`config.mk`:
```
export PLATFORM = sky130hd
export DESIGN_NAME = plpc_top
export DESIGN_NICKNAME = d
export VERILOG_FILES = /design/src/logic/plpc_top.v
export VERILOG_INCLUDE_DIRS = /design/src /design/src/logic
export SDC_FILE = /design/constraint.sdc
export NUM_CORES = 1
export LEC_CHECK = 0
export BUFFER_PORTS_ARGS = -buffer_cell sky130_fd_sc_hd__buf_2
export CAP_MARGIN = 20
export CELL_PAD_IN_SITES_DETAIL_PLACEMENT = 0
export CELL_PAD_IN_SITES_GLOBAL_PLACEMENT = 1
export CORE_ASPECT_RATIO = 2
export CORE_MARGIN = 2
export CORE_UTILIZATION = 42
export CTS_CLUSTER_SIZE = 25
export DETAILED_ROUTE_END_ITERATION = 8
export PLACE_DENSITY = 0.82
export SYNTH_ARGS = -nofsm -noshare
export SYNTH_HDL_FRONTEND = slang
export SYNTH_SLANG_ARGS = --single-unit
```
`constraint.sdc`:
```
create_clock -name clk -period 6.2 [get_ports clk]
set_clock_uncertainty 0.2 [all_clocks]
set_input_delay 1.24 -clock clk [delete_from_list [all_inputs] [get_ports clk]]
set_output_delay 1.24 -clock clk [all_outputs]
set_load 0.05 [all_outputs]
```
`src/logic/plpc_regs.vh`:
```
`ifndef PLPC_REGS_VH
`define PLPC_REGS_VH

// register indexes; byte address is four times the index
`define PLPC_IDX_LED_CTRL 6'h18
`define PLPC_IDX_PORT_CTRL 6'h19
`define PLPC_ADDR_W 8
`define PLPC_DATA_W 32

// status_led_control fields
`define PLPC_LED_RATE_HI 10
`define PLPC_LED_RATE_LO 9
`define PLPC_LED_POL 7
`define PLPC_LED_FORCE_SEL 4
`define PLPC_LED_FORCE_VAL 1
`define PLPC_LED_RATE_RST 2'h2
`define PLPC_LED_FORCE_SEL_RST 1'h0
`define PLPC_LED_FORCE_VAL_RST 1'h0

// port_control_status fields
`define PLPC_PC_AUTO_MDIX 15
`define PLPC_PC_FORCE_MDIX 14
`define PLPC_PC_PAUSE_RX 13
`define PLPC_PC_PAUSE_TX 12
`define PLPC_PC_LINK_FD 11
`define PLPC_PC_BYPASS_STR 7
`define PLPC_PC_LED_MODE 5
`define PLPC_PC_ADDR_HI 4
`define PLPC_PC_ADDR_LO 0
`define PLPC_PC_FORCE_MDIX_RST 1'h0
`define PLPC_PC_BYPASS_STR_RST 1'h0
`define PLPC_PC_LED_MODE_RST 1'h1
`define PLPC_PC_ADDR_RST 5'h01

// pause bits inside the advertisement words: {asym_dir, pause}
`define PLPC_PAUSE_SYM 0
`define PLPC_PAUSE_ASYM 1

// timing
`define PLPC_CLK_HZ 40000000
`define PLPC_MS_PER_S 1000
`define PLPC_BLINK_MS_00 9'h032
`define PLPC_BLINK_MS_01 9'h064
`define PLPC_BLINK_MS_10 9'h0C8
`define PLPC_BLINK_MS_11 9'h1F4
`define PLPC_BLINK_CNT_W 9
`define PLPC_MS_CNT_W 16

`endif

```
`src/logic/plpc_top.v`:
```
`timescale 1ns/100ps
`include "plpc_regs.vh"

module plpc_top #(
    parameter MS_CYCLES = `PLPC_CLK_HZ / `PLPC_MS_PER_S
) (
    // clock and reset
    input wire clk,
    input wire rstn,
    // avalon-mm slave
    input wire [`PLPC_ADDR_W-1:0] avs_address,
    input wire avs_read,
    input wire avs_write,
    input wire [`PLPC_DATA_W-1:0] avs_writedata,
    input wire [3:0] avs_byteenable,
    output reg [`PLPC_DATA_W-1:0] avs_readdata,
    output reg avs_waitrequest,
    // straps, sampled once after reset release
    input wire strap_led_polarity,
    input wire strap_auto_mdix,
    input wire strap_led_mode,
    input wire [4:0] strap_phy_addr,
    // phy status
    input wire link_up,
    input wire link_100_fd,
    input wire activity,
    input wire an_active,
    input wire auto_cross_detect,
    input wire hcd_full_duplex,
    input wire [1:0] local_adv_pause,
    input wire [1:0] partner_pause,
    // outputs to pins and mac
    output reg status_led_pin,
    output reg rx_on_transmit_named_pair,
    output reg auto_mdix_active,
    output reg mac_pause_rx_en,
    output reg mac_pause_tx_en
);

    localparam [31:0] MS_LAST_FULL = MS_CYCLES - 1;
    // counter width only has to reach one millisecond of clock cycles
    localparam [`PLPC_MS_CNT_W-1:0] MS_LAST = MS_LAST_FULL[`PLPC_MS_CNT_W-1:0];

    // true when the byte address hits the given register index
    function reg_hit;
        input [`PLPC_ADDR_W-1:0] addr;
        input [5:0] idx;
        begin
            reg_hit = (addr[7:2] == idx) && (addr[1:0] == 2'h0);
        end
    endfunction

    // half-period of the blink in milliseconds
    function [`PLPC_BLINK_CNT_W-1:0] blink_ms;
        input [1:0] rate;
        begin
            case (rate)
                2'h0: blink_ms = `PLPC_BLINK_MS_00;
                2'h1: blink_ms = `PLPC_BLINK_MS_01;
                2'h2: blink_ms = `PLPC_BLINK_MS_10;
                default: blink_ms = `PLPC_BLINK_MS_11;
            endcase
        end
    endfunction

    // control registers
    reg [1:0] blink_rate_ff;
    reg led_pol_ff;
    reg force_sel_ff;
    reg force_val_ff;
    reg auto_mdix_ff;
    reg force_mdix_ff;
    reg bypass_str_ff;
    reg led_mode_ff;
    reg [4:0] phy_addr_ff;
    reg strap_done_ff;

    // status registers
    reg pause_rx_ff;
    reg pause_tx_ff;
    reg link_fd_ff;

    // led timing
    reg [`PLPC_MS_CNT_W-1:0] ms_cnt_ff;
    reg ms_tick_ff;
    reg [`PLPC_BLINK_CNT_W-1:0] blink_cnt_ff;
    reg blink_phase_ff;
    reg [1:0] stretch_cnt_ff;

    // bus handshake
    wire req = avs_read | avs_write;
    wire wr_go = avs_write & ~avs_waitrequest;
    wire hit_led = reg_hit(avs_address, `PLPC_IDX_LED_CTRL);
    wire hit_pc = reg_hit(avs_address, `PLPC_IDX_PORT_CTRL);
    wire phase_flip;
    wire act_show;
    reg led_on;
    reg nxt_pause_rx;
    reg nxt_pause_tx;
    reg [15:0] rd_word;

    // waitrequest drops for exactly one cycle per request
    always @(posedge clk or negedge rstn) begin
        if (!rstn) begin
            avs_waitrequest <= 1'b1;
        end else if (!avs_waitrequest) begin
            avs_waitrequest <= 1'b1;
        end else if (req) begin
            avs_waitrequest <= 1'b0;
        end
    end

    // read mux; unmapped and reserved positions give zero
    always @* begin
        rd_word = 16'h0000;
        if (hit_led) begin
            rd_word[`PLPC_LED_RATE_HI:`PLPC_LED_RATE_LO] = blink_rate_ff;
            rd_word[`PLPC_LED_POL] = led_pol_ff;
            rd_word[`PLPC_LED_FORCE_SEL] = force_sel_ff;
            rd_word[`PLPC_LED_FORCE_VAL] = force_val_ff;
        end else if (hit_pc) begin
            rd_word[`PLPC_PC_AUTO_MDIX] = auto_mdix_ff;
            rd_word[`PLPC_PC_FORCE_MDIX] = force_mdix_ff;
            rd_word[`PLPC_PC_PAUSE_RX] = pause_rx_ff;
            rd_word[`PLPC_PC_PAUSE_TX] = pause_tx_ff;
            rd_word[`PLPC_PC_LINK_FD] = link_fd_ff;
            rd_word[`PLPC_PC_BYPASS_STR] = bypass_str_ff;
            rd_word[`PLPC_PC_LED_MODE] = led_mode_ff;
            rd_word[`PLPC_PC_ADDR_HI:`PLPC_PC_ADDR_LO] = phy_addr_ff;
        end
    end

    // data is loaded as waitrequest falls and holds through the answer cycle
    always @(posedge clk or negedge rstn) begin
        if (!rstn) begin
            avs_readdata <= 32'h0000_0000;
        end else if (avs_waitrequest && avs_read) begin
            avs_readdata <= {16'h0000, rd_word};
        end
    end

    // writes and strap capture; straps land on the first edge after release
    always @(posedge clk or negedge rstn) begin
        if (!rstn) begin
            strap_done_ff <= 1'b0;
            blink_rate_ff <= `PLPC_LED_RATE_RST;
            led_pol_ff <= 1'b0;
            force_sel_ff <= `PLPC_LED_FORCE_SEL_RST;
            force_val_ff <= `PLPC_LED_FORCE_VAL_RST;
            auto_mdix_ff <= 1'b0;
            force_mdix_ff <= `PLPC_PC_FORCE_MDIX_RST;
            bypass_str_ff <= `PLPC_PC_BYPASS_STR_RST;
            led_mode_ff <= `PLPC_PC_LED_MODE_RST;
            phy_addr_ff <= `PLPC_PC_ADDR_RST;
        end else if (!strap_done_ff) begin
            strap_done_ff <= 1'b1;
            led_pol_ff <= strap_led_polarity;
            auto_mdix_ff <= strap_auto_mdix;
            led_mode_ff <= strap_led_mode;
            phy_addr_ff <= strap_phy_addr;
        end else if (wr_go && hit_led) begin
            if (avs_byteenable[1]) begin
                blink_rate_ff <= avs_writedata[`PLPC_LED_RATE_HI:`PLPC_LED_RATE_LO];
            end
            if (avs_byteenable[0]) begin
                led_pol_ff <= avs_writedata[`PLPC_LED_POL];
                force_sel_ff <= avs_writedata[`PLPC_LED_FORCE_SEL];
                force_val_ff <= avs_writedata[`PLPC_LED_FORCE_VAL];
            end
        end else if (wr_go && hit_pc) begin
            // read-only fields and reserved bits ignore the write
            if (avs_byteenable[1]) begin
                auto_mdix_ff <= avs_writedata[`PLPC_PC_AUTO_MDIX];
                force_mdix_ff <= avs_writedata[`PLPC_PC_FORCE_MDIX];
            end
            if (avs_byteenable[0]) begin
                bypass_str_ff <= avs_writedata[`PLPC_PC_BYPASS_STR];
                led_mode_ff <= avs_writedata[`PLPC_PC_LED_MODE];
            end
        end
    end

    // pause resolution from {asym_dir, pause} of both ends
    always @* begin
        nxt_pause_rx = 1'b0;
        nxt_pause_tx = 1'b0;
        if (hcd_full_duplex) begin
            if (local_adv_pause[`PLPC_PAUSE_SYM] && partner_pause[`PLPC_PAUSE_SYM]) begin
                nxt_pause_rx = 1'b1;
                nxt_pause_tx = 1'b1;
            end else if (!local_adv_pause[`PLPC_PAUSE_SYM] && local_adv_pause[`PLPC_PAUSE_ASYM] &&
                         partner_pause[`PLPC_PAUSE_SYM] && partner_pause[`PLPC_PAUSE_ASYM]) begin
                nxt_pause_tx = 1'b1;
            end else if (local_adv_pause[`PLPC_PAUSE_SYM] && local_adv_pause[`PLPC_PAUSE_ASYM] &&
                         !partner_pause[`PLPC_PAUSE_SYM] && partner_pause[`PLPC_PAUSE_ASYM]) begin
                nxt_pause_rx = 1'b1;
            end
        end
    end

    always @(posedge clk or negedge rstn) begin
        if (!rstn) begin
            pause_rx_ff <= 1'b0;
            pause_tx_ff <= 1'b0;
            link_fd_ff <= 1'b0;
            mac_pause_rx_en <= 1'b0;
            mac_pause_tx_en <= 1'b0;
        end else begin
            pause_rx_ff <= nxt_pause_rx;
            pause_tx_ff <= nxt_pause_tx;
            link_fd_ff <= link_100_fd;
            mac_pause_rx_en <= nxt_pause_rx;
            mac_pause_tx_en <= nxt_pause_tx;
        end
    end

    // pair steering; a forced swap overrides the auto detector
    always @(posedge clk or negedge rstn) begin
        if (!rstn) begin
            rx_on_transmit_named_pair <= 1'b0;
            auto_mdix_active <= 1'b0;
        end else begin
            auto_mdix_active <= auto_mdix_ff & an_active;
            if (force_mdix_ff) begin
                rx_on_transmit_named_pair <= 1'b1;
            end else if (auto_mdix_ff && an_active) begin
                rx_on_transmit_named_pair <= auto_cross_detect;
            end else if (!auto_mdix_ff) begin
                rx_on_transmit_named_pair <= 1'b0;
            end
        end
    end

    // millisecond tick; counter width covers the default rate only
    always @(posedge clk or negedge rstn) begin
        if (!rstn) begin
            ms_cnt_ff <= 16'h0000;
            ms_tick_ff <= 1'b0;
        end else if (ms_cnt_ff == MS_LAST) begin
            ms_cnt_ff <= 16'h0000;
            ms_tick_ff <= 1'b1;
        end else begin
            ms_cnt_ff <= ms_cnt_ff + 16'h0001;
            ms_tick_ff <= 1'b0;
        end
    end

    // blink phase; a new rate applies at once to the phase in progress
    assign phase_flip = ms_tick_ff && (blink_cnt_ff >= blink_ms(blink_rate_ff) - 9'h001);

    always @(posedge clk or negedge rstn) begin
        if (!rstn) begin
            blink_cnt_ff <= 9'h000;
            blink_phase_ff <= 1'b0;
        end else if (phase_flip) begin
            blink_cnt_ff <= 9'h000;
            blink_phase_ff <= ~blink_phase_ff;
        end else if (ms_tick_ff) begin
            blink_cnt_ff <= blink_cnt_ff + 9'h001;
        end
    end

    // stretch: hold activity until the second phase boundary after it ends
    always @(posedge clk or negedge rstn) begin
        if (!rstn) begin
            stretch_cnt_ff <= 2'h0;
        end else if (activity) begin
            stretch_cnt_ff <= 2'h2;
        end else if (phase_flip && stretch_cnt_ff != 2'h0) begin
            stretch_cnt_ff <= stretch_cnt_ff - 2'h1;
        end
    end

    // bypass shows the raw activity level, so short bursts may be invisible
    assign act_show = bypass_str_ff ? activity : (stretch_cnt_ff != 2'h0);

    always @* begin
        if (led_mode_ff) begin
            led_on = link_up;
        end else if (bypass_str_ff) begin
            led_on = link_up & ~act_show;
        end else begin
            led_on = link_up & ~(act_show & blink_phase_ff);
        end
    end

    always @(posedge clk or negedge rstn) begin
        if (!rstn) begin
            status_led_pin <= 1'b1;
        end else if (force_sel_ff) begin
            status_led_pin <= force_val_ff;
        end else begin
            status_led_pin <= led_pol_ff ? led_on : ~led_on;
        end
    end

endmodule // plpc_top

```
# Word-level counts from Yosys, hierarchy flattened
# Cells that the tools add are included.
# totals
regBits	65
out_inout_bits	38
# classes
add_sub_neg	4
magnitude_cmp	1
eq_ne	11
n_mux	46
n_bitwise	12
n_reduce_logical	29
# ops
op	n
$mux 1	35
$pmux 9 s3	1
$mux 9	2
$add 16x1->16 const B	1
$eq 16x16->1 const B	1
$mux 16	1
$logic_and 1x1->1	15
$eq 6x5->1 const B	2
$reduce_and 3->1	4
$mux 5	2
$add 9x1->9 const B	1
$ge 9x9->1	1
$sub 9x1->9 const B	1
$mux 2	4
$reduce_and 4->1	2
$mux 6	1
$ne 2x2->1 const B	3
$not 1->1	6
$reduce_bool 2->1	3
$and 1x1->1	5
$logic_not 2->1	2
$ne 2x1->1 const B	2
$ne 3x1->1 const B	1
$eq 2x1->1 const B	1
5 further kinds	6

# Logic depth before layout (Yosys ltp)
# Gate-level depths: netlist (run 1).
# logic_depth
word_depth	10
ltp_mapped	9
ltp_nobuf	9

# Worst setup path after synthesis (run 1)
# Ideal clock, no wire load.
# synth_path
path_kind	input -> register
start	input avs_address[7]
end	register blink_rate_ff[0]
setup_time_ns	0.125
arrival_ns	2.571
setup_slack_ns	3.304
stages	4
n_path_buf	0
cell_sequence	or4b_4 -> nor3_4 -> and3_4 -> mux2_4
# synth_via
elab_chain_len	4
# synth_rtl
element	line	rtl
start, declared	plpc_top.v:11	input wire [`PLPC_ADDR_W-1:0] avs_address,
$eq 6x5->1	plpc_top.v:49	reg_hit = (addr[7:2] == idx) && (addr[1:0] == 2'h0);
$logic_and 1x1->1	plpc_top.v:49	
$logic_and 1x1->1	plpc_top.v:161	end else if (wr_go && hit_led) begin
$reduce_and 3->1 (no source line)	-	
end signal, assigned	plpc_top.v:146	blink_rate_ff <= `PLPC_LED_RATE_RST;
end signal, assigned	plpc_top.v:163	blink_rate_ff <= avs_writedata[`PLPC_LED_RATE_HI:`PLPC_LED_RATE_LO];
end, declared	plpc_top.v:67	reg [1:0] blink_rate_ff;
# No other way between the ends.
# A chain may end at the register's enable or synchronous reset.

# Worst setup path in the final report (run 1)
# layout_path
start	register blink_rate_ff[1]
end	register stretch_cnt_ff[0]
# layout_via
elab_chain_len	7
word_cells_on_any_way	9
cone_classes	1 x add/sub; 1 x order compare; 2 x eq/ne; 1 x mux; 4 x reduce/logical
# layout_rtl
element	line	rtl
$eq 2x2->1 (tied with other cells)	plpc_top.v:57	case (rate)
$pmux 9 s3 (*)	plpc_top.v:57	
$sub 9x1->9 (*)	plpc_top.v:249	assign phase_flip = ms_tick_ff && (blink_cnt_ff >= blink_ms(blink_rate_ff) - 9'h001);
$ge 9x9->1 (*)	plpc_top.v:249	
$logic_and 1x1->1 (*)	plpc_top.v:249	
$logic_and 1x1->1 (*)	plpc_top.v:269	end else if (phase_flip && stretch_cnt_ff != 2'h0) begin
$reduce_bool 2->1 (no source line) (*)	-	
end signal, assigned	plpc_top.v:270	stretch_cnt_ff <= stretch_cnt_ff - 2'h1;
end, declared	plpc_top.v:88	reg [1:0] stretch_cnt_ff;
# Every way passes the cells marked *; elsewhere a longest branch is shown, timed or not.

==> results of run 1 <==
-- placed cells by master, fill, tap and decap left out, types with 11 or more instances in the layout --
cell / n
nand4_1: 11
o21ai_0: 18
nor2_1: 22
nand2_1: 41
dfrtp_1: 60
buf_2: 59
nand3_1: 14
ha_1: 16
conb_1: 19
xor2_1: 11
-- metal layers --
layer / share of wire, % / track usage, % / vias up / wire length (um)
met2: 56 / 32.6 / 74 / 4170
met1: 36 / 20.3 / 1242 / 2670
met4: 3.3 / 9.67 / 0 / 245
met3: 4.1 / 3.68 / 18 / 305
met5: 0 / 0 / - / 0
li1: - / - / 1239 / -
-- state kept, by name (all words and copies together) (netlist names), 2 cells and up --
signal          count
phy_addr_ff         5
blink_cnt_ff        9
ms_cnt_ff          16
blink_rate_ff       2
stretch_cnt_ff      2
avs_readdata       14
-- final cells by class --
type	count	area, um^2	share of cell area [%]
Multi-Input combinational cell	246	1660	40.9
Sequential cell	65	1630	40.4
Clock inverter	3	40.0	0.989
Inverter	9	33.8	0.835
Tap cell	96	120	2.97
Clock buffer	13	260	6.43
Timing Repair Buffer	60	303	7.48
-- cell families after synthesis --
group | count (synthesis) | share of synthesized area (%)
compound gates | 48 | 9.55
simple gates | 128 | 20.4
buf+inv | 33 | 5.71
mux | 17 | 5.89
other cells | 2 | 0.220
fa+ha+maj | 16 | 5.85
xor+xnor | 18 | 4.61
flops | 65 | 47.7
-- power by group through the flow --
stage	clock network [mW]	logic, mW	registers, mW
floorplan	0	0.0515	0.460
global placement	0	0.0827	0.450
detailed placement	0	0.0837	0.451
CTS	0.516	0.0838	0.444
global route	0.535	0.0907	0.445
finish	0.508	0.0827	0.444
-- stage by stage --
stage	instance area [um^2]	util [%]	hold slack, ps
after floorplan	3480	-	234
after global placement	3750	47.2	248
after detailed placement	3750	47.2	256
after CTS	4050	50.9	264
after global routing	4050	50.9	279
final	4050	50.9	260
-- worst max-delay path: cells and delay by family (launching register included) --
| family | cells | cell delay [ps] |
|---|---|---|
| mux | 1 | 350 |
| fa+ha+maj | 2 | 520 |
| simple gates | 3 | 880 |
| buf+inv | 1 | 100 |
| flops | 1 | 590 |
| compound gates | 2 | 310 |
-- final timing paths --
check | from | to | cells past startpoint
max reg2reg | blink_rate_ff[1] | stretch_cnt_ff[0] | 9
max | blink_rate_ff[1] | stretch_cnt_ff[0] | 9
max in group asynchronous | rstn | ms_cnt_ff[7] | 2
min in group asynchronous | rstn | pause_rx_ff | 2
min | blink_phase_ff | blink_phase_ff | 1
min reg2reg | blink_phase_ff | blink_phase_ff | 1
==> flow_metrics.py, run 1 <==
metrics = {
    "layout": {
        "layout.cells.non_filler": 492,
        "nFillCells": 726,
        "areaGrowthSynthToFinish_pct": 18.3,
        "num_antenna_cells": 0,
        "final_nets": 473,
        "layout-drive-gt1-share_pct": 25.5,
    },
    "sta": {
        "max_freq_ghz": 0.326,
        "post-route-period-util_pct": 49.5,
        "fin_tns_setup_ps": 0,
        "rsz0062_at_grt": "false",
        "hold_violations": 0,
        "setup_slack_ps": 3130,
        "period_minus_slack_ps": 3070,
        "worst_slew_pin_slew_ps": 821,
        "finalSetupViolations": 0,
        "final_max_slew_viol_count": 0,
        "slew_headroom_pct": 45.3,
    },
    "route": {
        "ant_nets": 0,
        "viasPerCell": 5.23,
        "dr.pass1.iters": 4,
        "drc": 0,
        "drtIter0Drc": 85,
        "drt-wirelength-per-cell_um": 15.0,
        "drt_wl_total_um": 7400,
        "vias": 2573,
    },
    "die": {
        "ios": 104,
        "rows": 46,
        "core_um2": 7940,
        "die_h_um": 132,
        "initial_core_util_pct": 43.1,
        "die_x_um": 67.8,
        "dieArea_um2": 8930,
    },
    "global_route": {
        "grt_overflow": 0,
        "grt_max_degree": 66,
        "antenna_found_initial": 0,
        "track_usage_pct": 18.7,
        "grt_pass1_vias": 2664,
        "grt_pass1_wl_um": 12600,
    },
    "critical_path": {
        "crit_path_max_fanout": 9,
        "crit_chain": "inv_1 -> ha_1 -> nand4_1 -> o21ai_0 -> ha_1 -> nand4_1 -> or3_1 -> o21ai_1 -> mux2_1",
        "cp.required_ps": 6210,
        "slowest_stage": "dfstp_2",
        "cp-start-kind": "flip-flop",
        "endpoint_kind": "flip-flop",
        "worst_path_largest_cell_delay_ps": 590,
        "cp.arrival_ps": 3080,
        "critPathKind": "flip-flop to flip-flop",
        "reg2reg_slack_ps": 3130,
    },
    "synth": {
        "synth_cell_type_count": 51,
        "yosys.cell_count.top_type": "dfrtp_1",
        "synth_commonest_cells": "60 x dfrtp_1, 41 x nand2_1, 22 x nor2_1",
        "synth_ff_type": "dfrtp_1",
        "syn_area_per_cell_um2": 10.5,
        "synth_edf_count": 0,
        "yosysSeqAreaShare_pct": 47.7,
        "syn_inst": 327,
        "ys_ff_latch": 65,
        "async_flop_share_pct": 100,
        "synth_top_cell_area_share_pct": 43.9,
        "synth_top_area_cell": "dfrtp_1",
        "yosys_warnings": 0,
        "synth_area_leaders": "dfrtp_1 44%, ha_1 5.9%, nand2_1 4.5%",
        "synth_area_um2": 3420,
    },
    "placement": {
        "place_ws_ps": 2940,
        "dp_hpwl_um": 5560,
        "portBuffers": 59,
        "place_inst": 476,
        "place.gp.congestion": 0.793,
    },
    "pwr": {
        "share_seq_of_total_power_pct": 42.9,
        "powerDensity_nw_per_um2": 256,
        "clkPwrFrac_pct": 49.1,
        "power_frac_comb_pct": 8.0,
        "p_sw_mw": 0.245,
        "swShare_pct": 23.7,
        "p_leak_nw": 1.94,
        "ir_worst_vdd_uv": 177,
        "finalPower_mw": 1.03,
        "p_int_mw": 0.789,
    },
    "clock_network": {
        "h-tree-depth": 3,
        "cts_setup_buffers": 0,
        "clk_latency_ps": 330,
        "clk_pin_slew_worst_paths_ps": 50,
        "cts_sinks": 65,
        "cts-resized-gates": 0,
        "root_buffer": "clkbuf_16",
        "cts_buffer_depth": 2,
        "cts-buffers-inserted": 9,
        "cts_tree": "yes",
        "hold_buffers": 0,
    },
    "status": {
        "status": "complete, no violations",
    },
    "worst_hold_path": {
        "hold_path.class": "flip-flop to flip-flop",
    },
    "run": {
        "cap_violations": 0,
    },
}
No activity file was read; power rests on OpenSTA's default activity.
==> inputs of run 2 (changes only) <==
- CORE_UTILIZATION: 42 -> 39
- PLACE_DENSITY: 0.82 -> 0.77
- clock period: 6.2 -> 3.1 ns (I/O delays scaled with it)
==> run 2 against run 1 <==
  * Sequential share of layout area is 0.10 points lower
  * Largest cell class unchanged
  * Critical path type unchanged
  * Power grew 91%
  * First-iteration DRC count fell by 1.2%
  * Setup slack worse by 2800 ps
  * Final area rose by 0.25%
  * Hold slack worse by 130 ps
  * Sequential cell count unchanged
  * Via count fell by 0.47%
  * Sequential power grew 100%
  * Non-clock buffer count increased by 4
  * Clock-buffer cell count unchanged
  * Die area up 7.3%
  * Largest power group unchanged
==> flow_metrics.py, run 2 (synthesis results as in run 1) <==
metrics = {
    "status": {
        "status": "complete, no violations",
    },
    "placement": {
        "dp_hpwl_um": 5580,
        "placed_cell_area_um2": 3780,
        "place.gp.congestion": 0.785,
        "portBuffers": 59,
    },
    "critical_path": {
        "critPathKind": "flip-flop to flip-flop",
        "cp.arrival_ps": 2740,
        "cp-start-kind": "flip-flop",
        "endpoint_kind": "flip-flop",
        "cp.required_ps": 3110,
        "crit_path_max_fanout": 6,
    },
    "sta": {
        "period_minus_slack_ps": 2730,
        "timing.hold.ws_ps": 132,
        "fin_tns_setup_ps": 0,
        "max_freq_ghz": 0.366,
        "finalSetupViolations": 0,
        "post-route-period-util_pct": 88.1,
        "hold_violations": 0,
        "final_max_slew_viol_count": 0,
        "worst_slew_pin_slew_ps": 750,
        "slew_headroom_pct": 49.9,
        "rsz0062_at_grt": "false",
    },
    "clock_network": {
        "cts_sinks": 65,
        "cts_tree": "yes",
        "cts_setup_buffers": 0,
        "cts-resized-gates": 0,
        "clk_latency_ps": 320,
        "clk_pin_slew_worst_paths_ps": 50,
        "h-tree-depth": 3,
        "root_buffer": "clkbuf_16",
        "hold_buffers": 0,
        "cts_buffer_depth": 2,
        "cts-buffers-inserted": 9,
    },
    "die": {
        "ios": 104,
        "die_h_um": 136,
        "rows": 48,
        "dieArea_um2": 9580,
        "die_x_um": 70.2,
        "initial_core_util_pct": 39.8,
        "core_um2": 8590,
    },
    "layout": {
        "fin_area_um2": 4060,
        "layout-drive-gt1-share_pct": 26.3,
        "mostFrequentLayoutCells": "60 x dfrtp_1, 59 x buf_2, 41 x nand2_1",
        "areaGrowthSynthToFinish_pct": 18.6,
        "largest_register_ffs": 16,
        "post-route-util_pct": 47.2,
        "largestRegisters": "ms_cnt_ff: 16 flops, avs_readdata: 14 flops, blink_cnt_ff: 9 flops",
        "final_common_cell": "dfrtp_1",
        "final_nets": 477,
        "max_flop_register": "ms_cnt_ff",
        "num_antenna_cells": 0,
        "nFillCells": 843,
    },
    "route": {
        "viasPerCell": 5.12,
        "drtIter0Drc": 84,
        "dr.pass1.iters": 4,
        "vias": 2561,
        "drc": 0,
        "drt_wl_total_um": 7330,
        "ant_nets": 0,
        "drt-wirelength-per-cell_um": 14.7,
    },
    "run": {
        "cap_violations": 0,
    },
    "pwr": {
        "ir_worst_vdd_uv": 489,
        "finalPower_mw": 1.98,
        "powerDensity_nw_per_um2": 487,
        "p_leak_nw": 1.95,
    },
    "global_route": {
        "track_usage_pct": 16.8,
        "grt_overflow": 0,
        "antenna_found_initial": 0,
        "grt_pass1_wl_um": 12500,
        "grt_pass1_vias": 2614,
        "grt_max_degree": 31,
    },
    "worst_hold_path": {
        "hold_path.class": "input port to asynchronous set/reset pin",
    },
}
[run 2: cell type report]
type | instances | area [um^2] | area share, %
Inverter | 9 | 33.8 | 0.833
Clock inverter | 3 | 15.0 | 0.370
Timing Repair Buffer | 64 | 333 | 8.20
Clock buffer | 13 | 260 | 6.42
Sequential cell | 65 | 1630 | 40.3
Tap cell | 100 | 125 | 3.08
Multi-Input combinational cell | 246 | 1660 | 40.8
[run 2: worst paths after layout]
kind	from	endpoint	slack, ps	cells after the start
min reg2reg	avs_readdata[0]	avs_readdata[0]	270	2
min	rstn	auto_mdix_active	130	1
min in group clk	link_100_fd	link_fd_ff	200	1
max reg2reg	blink_rate_ff[1]	stretch_cnt_ff[0]	370	9
max in group asynchronous	rstn	led_mode_ff	1750	2
max	blink_rate_ff[1]	stretch_cnt_ff[0]	370	9
[run 2: routing by layer]
metal | global-route usage, % | vias up | share of wire [%]
met4 | 7.59 | 0 | 2.4
met2 | 30.6 | 57 | 56
li1 | - | 1259 | -
met3 | 4.00 | 12 | 4.2
met1 | 18.2 | 1233 | 37
met5 | 0 | - | 0
[run 2: worst max-delay path: stages (launching register included)]
cell,delay (ps)
dfstp_2,580
inv_1,90
ha_1,220
nand4_1,90
o21ai_0,100
ha_1,300
nand4_1,140
or3_1,330
o21ai_1,230
mux2_1,340
[run 2: metrics by stage]
step / cells / worst slack (ps)
6_report: 500 / 368
5_1_grt: 500 / 240
4_1_cts: 500 / 345
3_5_place_dp: 484 / 350
3_3_place_gp: 484 / 388
2_1_floorplan: 344 / 404
[run 2: power by group]
group          internal (mW)  switching, mW
Combinational         0.0436          0.122
Sequential             0.873         0.0153
Clock                  0.580          0.341
